==> config.mk <==
export PLATFORM = sky130hd
export DESIGN_NAME = delay_event_timer
export DESIGN_NICKNAME = d
export VERILOG_FILES = /design/src/delay_timer_pkg.sv /design/src/gate_edge_detect.sv /design/src/float_to_cycles.sv /design/src/delay_event_timer.sv
export SDC_FILE = /design/constraint.sdc
export NUM_CORES = 1
export LEC_CHECK = 0
export ABC_CLOCK_PERIOD_IN_PS = 11400
export BUFFER_PORTS_ARGS = -buffer_cell sky130_fd_sc_hd__buf_2
export CORE_MARGIN = 2
export CORE_UTILIZATION = 50
export CTS_BUF_LIST = sky130_fd_sc_hd__clkbuf_4
export DETAILED_ROUTE_END_ITERATION = 7
export PLACE_DENSITY = 0.63
export SLEW_MARGIN = 15
export SYNTH_ARGS = -nofsm -noshare
export SYNTH_HDL_FRONTEND = slang
export SYNTH_HIERARCHICAL = 1
export SYNTH_SLANG_ARGS = --single-unit
==> constraint.sdc <==
create_clock -name clk -period 11.4 [get_ports clk]
set_input_delay 2.28 -clock clk [delete_from_list [all_inputs] [get_ports clk]]
set_output_delay 2.28 -clock clk [all_outputs]
set_load 0.02 [all_outputs]
==> src/delay_timer_pkg.sv <==
// Purpose: Shared constants for the delayed event timer channel.
// Assumes: Byte-wide shared-memory port, big-endian multi-byte fields.
// Notes:   Board area sits at offset zero, one channel block at ccb_base.
package delay_timer_pkg;
  // Clock rate, derived from the period
  localparam int unsigned CLK_PERIOD_NS = 10;
  localparam int unsigned CLK_HZ        = 1000000000 / CLK_PERIOD_NS;
  localparam logic [26:0] CLK_HZ_W      = 27'(CLK_HZ);
  // Float layout: bias plus mantissa bits
  localparam logic [7:0]  FLT_UNITY_EXP = 8'h96;
  localparam logic [7:0]  FLT_EXP_MAX   = 8'hff;

  // Board-wide locations
  localparam logic [15:0] ADDR_CMD_HI   = 16'h0004;
  localparam logic [15:0] ADDR_CMD_LO   = 16'h0005;
  localparam logic [15:0] ADDR_CMD_STAT = 16'h0007;
  localparam logic [15:0] ADDR_CHAN_SEL = 16'h000a;
  localparam logic [15:0] ADDR_ACQ_MODE = 16'h000b;
  localparam logic [15:0] ADDR_VALID    = 16'h0010;
  localparam logic [15:0] CCB_BASE      = 16'h0100;

  // Offsets inside the channel control block
  localparam logic [7:0] CCB_EDGE       = 8'h01;
  localparam logic [7:0] CCB_IRQ_LEVEL  = 8'h02;
  localparam logic [7:0] CCB_IRQ_VECTOR = 8'h03;
  localparam logic [7:0] CCB_DELAY      = 8'h04;
  localparam logic [7:0] CCB_REPEAT     = 8'h08;
  localparam logic [7:0] CCB_SUPPRESS   = 8'h09;
  localparam logic [7:0] CCB_STATUS     = 8'h0c;
  localparam logic [7:0] CCB_MEAS       = 8'h0e;

  // Command codes
  localparam logic [7:0] CMD_DELAY_TIMER = 8'h25;
  localparam logic [7:0] CMD_CLEAR_STAT  = 8'h0f;
  localparam logic [7:0] CMD_READ_COUNT  = 8'h30;
  localparam logic [7:0] CMD_DISABLE     = 8'h0e;

  // Status codes
  localparam logic [7:0] STAT_ACK        = 8'h01;
  localparam logic [7:0] STAT_MEAS_READY = 8'h02;
  localparam logic [7:0] STAT_ALARM      = 8'h08;
  localparam logic [7:0] STAT_BOUNDS     = 8'h0b;
  localparam logic [7:0] STAT_BAD_CMD    = 8'h0d;

  // Special flag values
  localparam logic [7:0] IRQ_PULSE_ONLY  = 8'hff;
  localparam logic [7:0] ACQ_CONTINUOUS  = 8'hff;
  localparam logic [7:0] VALID_SET       = 8'hff;

  // Timer sequencing states
  typedef enum logic [2:0] {
    T_IDLE, T_WAIT_EDGE, T_COUNTING, T_RETRIG_LOAD, T_RETRIG_START, T_DONE
  } timer_state_type;

  // Continuous update steps
  typedef enum logic [1:0] {REP_IDLE, REP_WRITE, REP_SET} report_step_type;
endpackage

==> src/gate_edge_detect.sv <==
// Purpose: Picks the active edge of the gate input.
// Assumes: Gate input already synchronous to clk.
// Notes:   Edge pulse is combinational from one history flop.
`timescale 1ns/1ps
module gate_edge_detect (
  input  wire logic clk,
  input  wire logic resetn,
  input  wire logic gate_in,
  input  wire logic rising_sel,
  output logic      edge_pulse
);
  logic prev_q; // Gate level one cycle ago

  // Gate history
  always_ff @(posedge clk) begin
    if (!resetn) begin
      prev_q <= 1'b0;
    end else begin
      prev_q <= gate_in;
    end
  end

  assign edge_pulse = rising_sel ? (gate_in & ~prev_q) : (~gate_in & prev_q);
endmodule

==> src/float_to_cycles.sv <==
// Purpose: Turns a single-precision delay in seconds into clock cycles.
// Assumes: Input stable for a cycle before use; result registered.
// Notes:   Truncates; saturates at all ones rather than wrapping.
`timescale 1ns/1ps
module float_to_cycles
  import delay_timer_pkg::*;
#(
  parameter int CW = 32
) (
  input  wire logic          clk,
  input  wire logic          resetn,
  input  wire logic [31:0]   delay_float,
  output logic      [CW-1:0] cycles_q,
  output logic               bad_q
);
  logic [7:0]  expo;     // Biased exponent
  logic [23:0] mant;     // Mantissa with hidden one
  logic [50:0] prod;     // Mantissa times clock rate
  logic [50:0] shifted;  // Product scaled to whole cycles
  logic        too_big;  // Result past counter range
  logic        bad;      // Negative, zero, NaN or infinite

  assign expo    = delay_float[30:23];
  assign mant    = {1'b1, delay_float[22:0]};
  assign prod    = 51'(mant) * 51'(CLK_HZ_W);
  // Exponent above unity means the product only grows past the range
  assign shifted = (expo > FLT_UNITY_EXP) ? prod : (prod >> (FLT_UNITY_EXP - expo));
  assign too_big = (expo > FLT_UNITY_EXP) || (shifted[50:CW] != '0);
  assign bad     = delay_float[31] || (expo == FLT_EXP_MAX) || (expo == 8'h00)
                   || (!too_big && shifted[CW-1:0] == '0);

  always_ff @(posedge clk) begin
    if (!resetn) begin
      cycles_q <= '0;
      bad_q    <= 1'b1;
    end else begin
      cycles_q <= too_big ? '1 : shifted[CW-1:0];
      bad_q    <= bad;
    end
  end
endmodule

==> src/delay_event_timer.sv <==
// Purpose: One counter channel run as an edge-triggered delay timer.
// Assumes: Shared-memory port is byte wide, one access per cycle.
// Notes:   Delay recomputed from the block every cycle; armed by command.
`timescale 1ns/1ps
module delay_event_timer
  import delay_timer_pkg::*;
#(
  parameter logic [7:0] CHANNEL = 8'h00, // This channel's number
  parameter int         CW      = 32     // Delay counter width
) (
  input  wire logic        clk,
  input  wire logic        resetn,
  input  wire logic [15:0] host_addr,
  input  wire logic [7:0]  host_wdata,
  input  wire logic        host_wr,
  input  wire logic        host_rd,
  output logic      [7:0]  host_rdata,
  input  wire logic        gate_in,
  output logic             trig_pulse,
  output logic             irq_req,
  output logic      [7:0]  irq_level,
  output logic      [7:0]  irq_vector,
  output logic             queue_push,
  output logic      [7:0]  queue_channel,
  output logic      [7:0]  queue_code
);
  import delay_timer_pkg::*;

  // Address of one block field
  function automatic logic ccb_hit(input logic [15:0] a, input logic [7:0] off);
    return a == (CCB_BASE + 16'(off));
  endfunction

  // Shared-memory contents
  logic [7:0]  edge_sel_q, irq_level_q, irq_vector_q; // Block parameters
  logic [31:0] delay_q;                               // Float delay
  logic [7:0]  repeat_q, suppress_q;                  // Mode flags
  logic [7:0]  status_q, status_d;                    // Channel status
  logic [15:0] cmd_q;                                 // Command word
  logic [7:0]  cmd_status_q;                          // Command status
  logic [7:0]  chan_sel_q, acq_mode_q;                // Board selectors
  logic [7:0]  valid_q;                               // Data-valid flag
  logic [15:0] meas_q;                                // Reported count
  // Timer core
  timer_state_type state_q, state_d;
  report_step_type rep_q;
  logic [CW-1:0]   cnt_q, cnt_d;       // Remaining cycles
  logic [CW-1:0]   elapsed_q;          // Saved on retrigger, internal only
  logic [15:0]     expiries_q;         // Alarms since arming
  logic [CW-1:0]   delay_cycles;       // Converted delay
  logic            delay_bad;          // Delay out of range
  logic            gate_edge;          // Active edge this cycle
  // Decode
  logic wr_cmd, cmd_mine, do_arm, do_read, do_disable, do_clear, expire;
  logic continuous, use_irq, status_clear_wr;

  float_to_cycles #(.CW(CW)) conv (
    .clk         (clk),
    .resetn      (resetn),
    .delay_float (delay_q),
    .cycles_q    (delay_cycles),
    .bad_q       (delay_bad)
  );

  gate_edge_detect edet (
    .clk        (clk),
    .resetn     (resetn),
    .gate_in    (gate_in),
    .rising_sel (edge_sel_q != 8'h00),
    .edge_pulse (gate_edge)
  );

  // Command decode; clear acts for any channel, other commands for other channels pass by
  assign wr_cmd     = host_wr && host_addr == ADDR_CMD_LO;
  assign cmd_mine   = chan_sel_q == CHANNEL;
  assign do_clear   = wr_cmd && host_wdata == CMD_CLEAR_STAT;
  assign do_arm     = wr_cmd && cmd_mine && host_wdata == CMD_DELAY_TIMER && !delay_bad;
  assign do_read    = wr_cmd && cmd_mine && host_wdata == CMD_READ_COUNT;
  assign do_disable = wr_cmd && cmd_mine && host_wdata == CMD_DISABLE;
  assign continuous = acq_mode_q == ACQ_CONTINUOUS;
  assign expire     = state_q == T_COUNTING && cnt_q == CW'(1);
  // interrupt only when level and vector both set
  assign use_irq    = irq_level_q != 8'h00 && irq_vector_q != 8'h00;
  assign status_clear_wr = host_wr && ccb_hit(host_addr, CCB_STATUS);

  // Timer sequencing
  always_comb begin
    state_d = state_q;
    cnt_d   = (state_q == T_COUNTING) ? cnt_q - CW'(1) : cnt_q;
    unique case (state_q)
      T_IDLE, T_DONE: begin
        // Wait for a fresh command
      end
      T_WAIT_EDGE: begin
        if (gate_edge) begin
          state_d = T_COUNTING;
          cnt_d   = delay_cycles;
        end
      end
      T_COUNTING: begin
        if (expire) begin
          state_d = (repeat_q != 8'h00) ? T_WAIT_EDGE : T_DONE;
        end else if (gate_edge && suppress_q == 8'h00) begin
          state_d = T_RETRIG_LOAD;
        end
      end
      T_RETRIG_LOAD: begin
        if (gate_edge) begin
          state_d = T_RETRIG_START;
          cnt_d   = delay_cycles;
        end
      end
      T_RETRIG_START: begin
        if (gate_edge) begin
          state_d = T_COUNTING;
        end
      end
    endcase
    if (do_arm) begin
      state_d = T_WAIT_EDGE;
    end else if (do_disable) begin
      state_d = T_IDLE;
    end
  end

  // Timer registers
  always_ff @(posedge clk) begin
    if (!resetn) begin
      state_q    <= T_IDLE;
      cnt_q      <= '0;
      elapsed_q  <= '0;
      expiries_q <= '0;
    end else begin
      state_q <= state_d;
      cnt_q   <= cnt_d;
      if (state_q == T_COUNTING && state_d == T_RETRIG_LOAD) begin
        elapsed_q <= delay_cycles - cnt_q;
      end
      if (do_arm) begin
        expiries_q <= '0;
      end else if (expire) begin
        expiries_q <= expiries_q + 16'h0001;
      end
    end
  end

  // alarm written at delay end, wins over host write
  // otherwise only a host status write or a refused arm command (bounds code) changes it
  always_comb begin
    status_d = status_q;
    if (status_clear_wr) begin
      status_d = host_wdata;
    end
    if (wr_cmd && cmd_mine && host_wdata == CMD_DELAY_TIMER && delay_bad) begin
      status_d = STAT_BOUNDS;
    end
    if (expire) begin
      status_d = STAT_ALARM;
    end
  end

  // Host-written block and board fields
  always_ff @(posedge clk) begin
    if (!resetn) begin
      edge_sel_q   <= 8'h00;
      irq_level_q  <= 8'h00;
      irq_vector_q <= 8'h00;
      delay_q      <= 32'h0000_0000;
      repeat_q     <= 8'h00;
      suppress_q   <= 8'h00;
      chan_sel_q   <= 8'h00;
      acq_mode_q   <= 8'h00;
      cmd_q        <= 16'h0000;
      status_q     <= 8'h00;
    end else begin
      status_q <= status_d;
      if (host_wr) begin
        if (ccb_hit(host_addr, CCB_EDGE))       edge_sel_q     <= host_wdata;
        if (ccb_hit(host_addr, CCB_IRQ_LEVEL))  irq_level_q    <= host_wdata;
        if (ccb_hit(host_addr, CCB_IRQ_VECTOR)) irq_vector_q   <= host_wdata;
        if (ccb_hit(host_addr, CCB_DELAY))      delay_q[31:24] <= host_wdata;
        if (ccb_hit(host_addr, CCB_DELAY + 8'h01)) delay_q[23:16] <= host_wdata;
        if (ccb_hit(host_addr, CCB_DELAY + 8'h02)) delay_q[15:8]  <= host_wdata;
        if (ccb_hit(host_addr, CCB_DELAY + 8'h03)) delay_q[7:0]   <= host_wdata;
        if (ccb_hit(host_addr, CCB_REPEAT))     repeat_q       <= host_wdata;
        if (ccb_hit(host_addr, CCB_SUPPRESS))   suppress_q     <= host_wdata;
        if (host_addr == ADDR_CHAN_SEL)         chan_sel_q     <= host_wdata;
        if (host_addr == ADDR_ACQ_MODE)         acq_mode_q     <= host_wdata;
        if (host_addr == ADDR_CMD_HI)           cmd_q[15:8]    <= host_wdata;
        if (host_addr == ADDR_CMD_LO)           cmd_q[7:0]     <= host_wdata;
      end
    end
  end

  // Command status answer
  always_ff @(posedge clk) begin
    if (!resetn) begin
      cmd_status_q <= 8'h00;
    end else if (do_clear) begin
      cmd_status_q <= 8'h00;
    end else if (do_read) begin
      cmd_status_q <= STAT_MEAS_READY;
    end else if (wr_cmd && cmd_mine) begin
      cmd_status_q <= (host_wdata == CMD_DELAY_TIMER || host_wdata == CMD_DISABLE)
                      ? STAT_ACK : STAT_BAD_CMD;
    end
  end

  // clear valid, write data, set valid
  // each alarm seen in REP_IDLE refreshes the block in continuous mode
  always_ff @(posedge clk) begin
    if (!resetn) begin
      rep_q   <= REP_IDLE;
      valid_q <= 8'h00;
      meas_q  <= 16'h0000;
    end else begin
      unique case (rep_q)
        REP_IDLE: begin
          if (expire && continuous) begin
            valid_q <= 8'h00;
            rep_q   <= REP_WRITE;
          end else if (host_wr && host_addr == ADDR_VALID) begin
            valid_q <= host_wdata;
          end
        end
        REP_WRITE: begin
          meas_q <= expiries_q;
          rep_q  <= REP_SET;
        end
        REP_SET: begin
          valid_q <= VALID_SET;
          rep_q   <= REP_IDLE;
        end
        default: rep_q <= REP_IDLE;
      endcase
      if (do_read) begin
        meas_q <= expiries_q;
      end
    end
  end

  // Expiry outputs
  always_ff @(posedge clk) begin
    if (!resetn) begin
      trig_pulse    <= 1'b0;
      irq_req       <= 1'b0;
      queue_push    <= 1'b0;
      queue_code    <= 8'h00;
      queue_channel <= 8'h00;
    end else begin
      // pulse always, interrupt never when level all ones
      trig_pulse <= expire;
      irq_req    <= expire && !continuous && irq_level_q != IRQ_PULSE_ONLY && use_irq;
      // queue takes the reported expiries (not continuous, not pulse-only) that the interrupt does not
      queue_push <= expire && !continuous && irq_level_q != IRQ_PULSE_ONLY && !use_irq;
      if (expire) begin
        queue_code    <= STAT_ALARM;
        queue_channel <= CHANNEL;
      end
    end
  end

  assign irq_level  = irq_level_q;
  assign irq_vector = irq_vector_q;

  // Read data, registered; unmapped reads zero
  always_ff @(posedge clk) begin
    if (!resetn) begin
      host_rdata <= 8'h00;
    end else if (host_rd) begin
      host_rdata <= 8'h00;
      if (ccb_hit(host_addr, CCB_EDGE))           host_rdata <= edge_sel_q;
      if (ccb_hit(host_addr, CCB_IRQ_LEVEL))      host_rdata <= irq_level_q;
      if (ccb_hit(host_addr, CCB_IRQ_VECTOR))     host_rdata <= irq_vector_q;
      if (ccb_hit(host_addr, CCB_DELAY))          host_rdata <= delay_q[31:24];
      if (ccb_hit(host_addr, CCB_DELAY + 8'h01))  host_rdata <= delay_q[23:16];
      if (ccb_hit(host_addr, CCB_DELAY + 8'h02))  host_rdata <= delay_q[15:8];
      if (ccb_hit(host_addr, CCB_DELAY + 8'h03))  host_rdata <= delay_q[7:0];
      if (ccb_hit(host_addr, CCB_REPEAT))         host_rdata <= repeat_q;
      if (ccb_hit(host_addr, CCB_SUPPRESS))       host_rdata <= suppress_q;
      if (ccb_hit(host_addr, CCB_STATUS))         host_rdata <= status_q;
      if (ccb_hit(host_addr, CCB_MEAS))           host_rdata <= meas_q[15:8];
      if (ccb_hit(host_addr, CCB_MEAS + 8'h01))   host_rdata <= meas_q[7:0];
      if (host_addr == ADDR_CHAN_SEL)             host_rdata <= chan_sel_q;
      if (host_addr == ADDR_ACQ_MODE)             host_rdata <= acq_mode_q;
      if (host_addr == ADDR_CMD_HI)               host_rdata <= cmd_q[15:8];
      if (host_addr == ADDR_CMD_LO)               host_rdata <= cmd_q[7:0];
      if (host_addr == ADDR_CMD_STAT)             host_rdata <= cmd_status_q;
      if (host_addr == ADDR_VALID)                host_rdata <= valid_q;
    end
  end
endmodule

==> out/metrics.cfg <==
[power]
power.total_mw=1.585
peakVddDrop_v=0.00005404
total_leakage_power_nw=11.19
power.density_nw_per_um2=59.89

[placed_design]
io_buffers=56
dp_hpwl_mm=71.33
gp_congestion=1.043

[setup_path]
crit_fanout=22
setup.worst_path.end_class=flop
crit_type=flop to flop
cp_num_buf_inv=3
critPathRequiredTime_ps=11980
cp-start-kind=flop
crit_path_frequent_cell=fa_1
critical_path_arrival_ps=10010
crit_chain=inv_1, fa_1, fa_1, inv_1, fa_1, fa_1, fa_1, fa_1, ha_1, nand4_1, nor4_1, a32oi_1, nand2_1, or4_1, a21oi_1, a2111oi_2, o22ai_1, nor3b_1, a22oi_1, o41a_1, o21ai_1, buf_4, o221ai_1, and2_1
cp_slowest_cell=nor3b_1
crit_family=adder cells
slowest_delay_ps=750

[logic_synthesis]
synth_edf_count=0
synth_top_area_share_pct=18.95
ys_async_sr_fraction_pct=0
netlist_instances=3031
ys_top_cells_by_area=dfxtp_1, fa_1, ha_1, mux2i_1, nor2_1
synth_ff_type=dfxtp_1
synth_cell_types=118
syn_avg_cell_area_um2=8.295
synth_seq_cells=238
yosysWarnings=6
syn-cell-area_um2=25140
synth_top_cell_by_area=dfxtp_1
yosysSeqAreaShare_pct=18.95

[global_routing]
grt_usage_pct=34.91
grt_antenna_before_repair=3
grt_pass1_vias=23624
grt_pass1_wl_mm=141.0
grt.overflow.total=0
grt_max_degree=86

[die]
rows=82
io_pins=72
coreArea_um2=49860
die_w_um=228.2
die_h_um=228.2
die_area_um2=52090
initial_core_util_pct=50.42

[status]
status=finished clean

[routing]
drtPass1Iterations=6
drc=0
wl_per_cell_um=24.85
routed-via-count=23738
drtIter0Drc=2511
wl_mm=92.43
antenna_left=0
via_per_inst=6.383

[cts]
clk_latency_ps=730
cts_tree=built
post_cts_resized=0
clock_path_buffers=3
clock_tree.root_cell=clkbuf_4
post-cts-setup-buffers=0
cts_buffers=53
postCtsHoldBufs=0
htreeDepth=2
path_clk_slew_ps=70
clock-sinks=238

[timing]
post-route-period-util_pct=82.75
fmax_mhz=106.0
clock_skew_ps=49.02
finalHoldViolCount=0
fin_crit_ps=9433
relSlewSlack_pct=12.49
timing.hold.ws_ps=468.7
finalSetupViolCount=0
tns_ps=0
rsz0062_at_grt=no
slew_violations=0
worst_pin_slew_ps=1294

[cells_and_area]
areaGrowthSynthToFinish_pct=5.295
fin_nets=3412
final_layout_size_suffix_gt1_share_pct=9.488

[worst_hold_path]
hp-class=flop to flop

[flow_run]
drv_cap=0

[flip-flops by register name, summed over array words and instances, names as in the netlist, 2 cells and up]
| register | count |
|---|---|
| acq_mode_q | 8 |
| chan_sel_q | 8 |
| cmd_q | 16 |
| cmd_status_q | 3 |
| cnt_q | 32 |
| conv/cycles_q | 32 |
| delay_q | 32 |
| edge_sel_q | 8 |
| expiries_q | 16 |
| host_rdata | 8 |
| irq_level | 8 |
| irq_vector | 8 |
| meas_q | 16 |
| rep_q | 2 |
| repeat_q | 8 |
| state_q | 3 |
| status_q | 8 |
| suppress_q | 8 |
| valid_q | 8 |
[cell families (layout without fill, tap and decap cells)]
| kind of cell | after synthesis | count (layout) | synth area share, % |
|---|---|---|---|
| simple gates | 979 | 979 | 19.14 |
| fa+ha+maj | 373 | 373 | 24.58 |
| mux | 157 | 157 | 7.201 |
| xor+xnor | 77 | 77 | 2.682 |
| flops | 238 | 238 | 18.95 |
| compound gates | 724 | 724 | 19.70 |
| buf+inv | 482 | 483 | 7.729 |
| other cells | 1 | 16 | 0.01492 |
[power by group]
| group | switching [mW] | leakage, nW | total [mW] | internal (mW) |
|---|---|---|---|---|
| clock | 0.342 | 0.383 | 0.665 | 0.323 |
| combinational | 0.0697 | 8.89 | 0.0874 | 0.0177 |
| sequential | 0.00116 | 1.92 | 0.833 | 0.832 |
| total | 0.413 | 11.2 | 1.59 | 1.17 |
[final timing paths]
path,startpoint,to,slack [ps],cells after the start
max,delay_q[4]$_SDFFE_PN0P_,conv/cycles_q[28]$_SDFF_PN0_,1970,24
min reg2reg,queue_code[3]$_SDFFE_PN0P_,queue_code[3]$_SDFFE_PN0P_,470,1
min,queue_code[3]$_SDFFE_PN0P_,queue_code[3]$_SDFFE_PN0P_,470,1
max reg2reg,delay_q[4]$_SDFFE_PN0P_,conv/cycles_q[28]$_SDFF_PN0_,1970,24
[through the flow]
step	instances	area, um^2	setup slack (ps)	util (%)
global route	3719	26470	1599	53.09
global placement	3628	25820	2245	51.79
CTS	3718	26470	2248	53.09
detailed placement	3628	25820	2320	51.79
floorplan	3045	25190	3929	-
finish	3719	26470	1967	53.09
[cell type report]
cell class,count,area [um^2]
clock inverters,15,83.83
flip-flops and latches,238,4766
clock buffers,75,563.0
well taps,672,840.8
inverters,304,1144
diodes,1,2.502
multi-input cells,2325,18550
repair buffers,89,528.0
fillers,4903,23390
[cells in the final DEF (no fill, tap or decap), types with 75 or more instances in the layout]
cell,netlist,routed
mux2i_1,121,121
clkbuf_4,0,75
fa_1,202,202
nor2_1,305,304
o21ai_0,131,131
inv_1,304,303
nand2_1,280,280
dfxtp_1,238,237
ha_1,170,169
a21oi_1,181,181
[synth_stat cells, types with 58 or more instances]
cell / instances
a211oi_1: 58
a21oi_1: 181
clkbuf_1: 113
dfxtp_1: 238
fa_1: 202
ha_1: 170
inv_1: 304
mux2i_1: 121
nand2_1: 280
nand3_1: 74
nor2_1: 305
nor3_1: 63
o21ai_0: 131
[routing by layer]
layer  share of wire [%]  GRT usage [%]
met3                 8.1          6.125
met4                 5.1          17.03
met1                  40          44.48
met2                  46          57.34
met5                   0              0
Note: power is estimated with default switching activity, not from simulation.
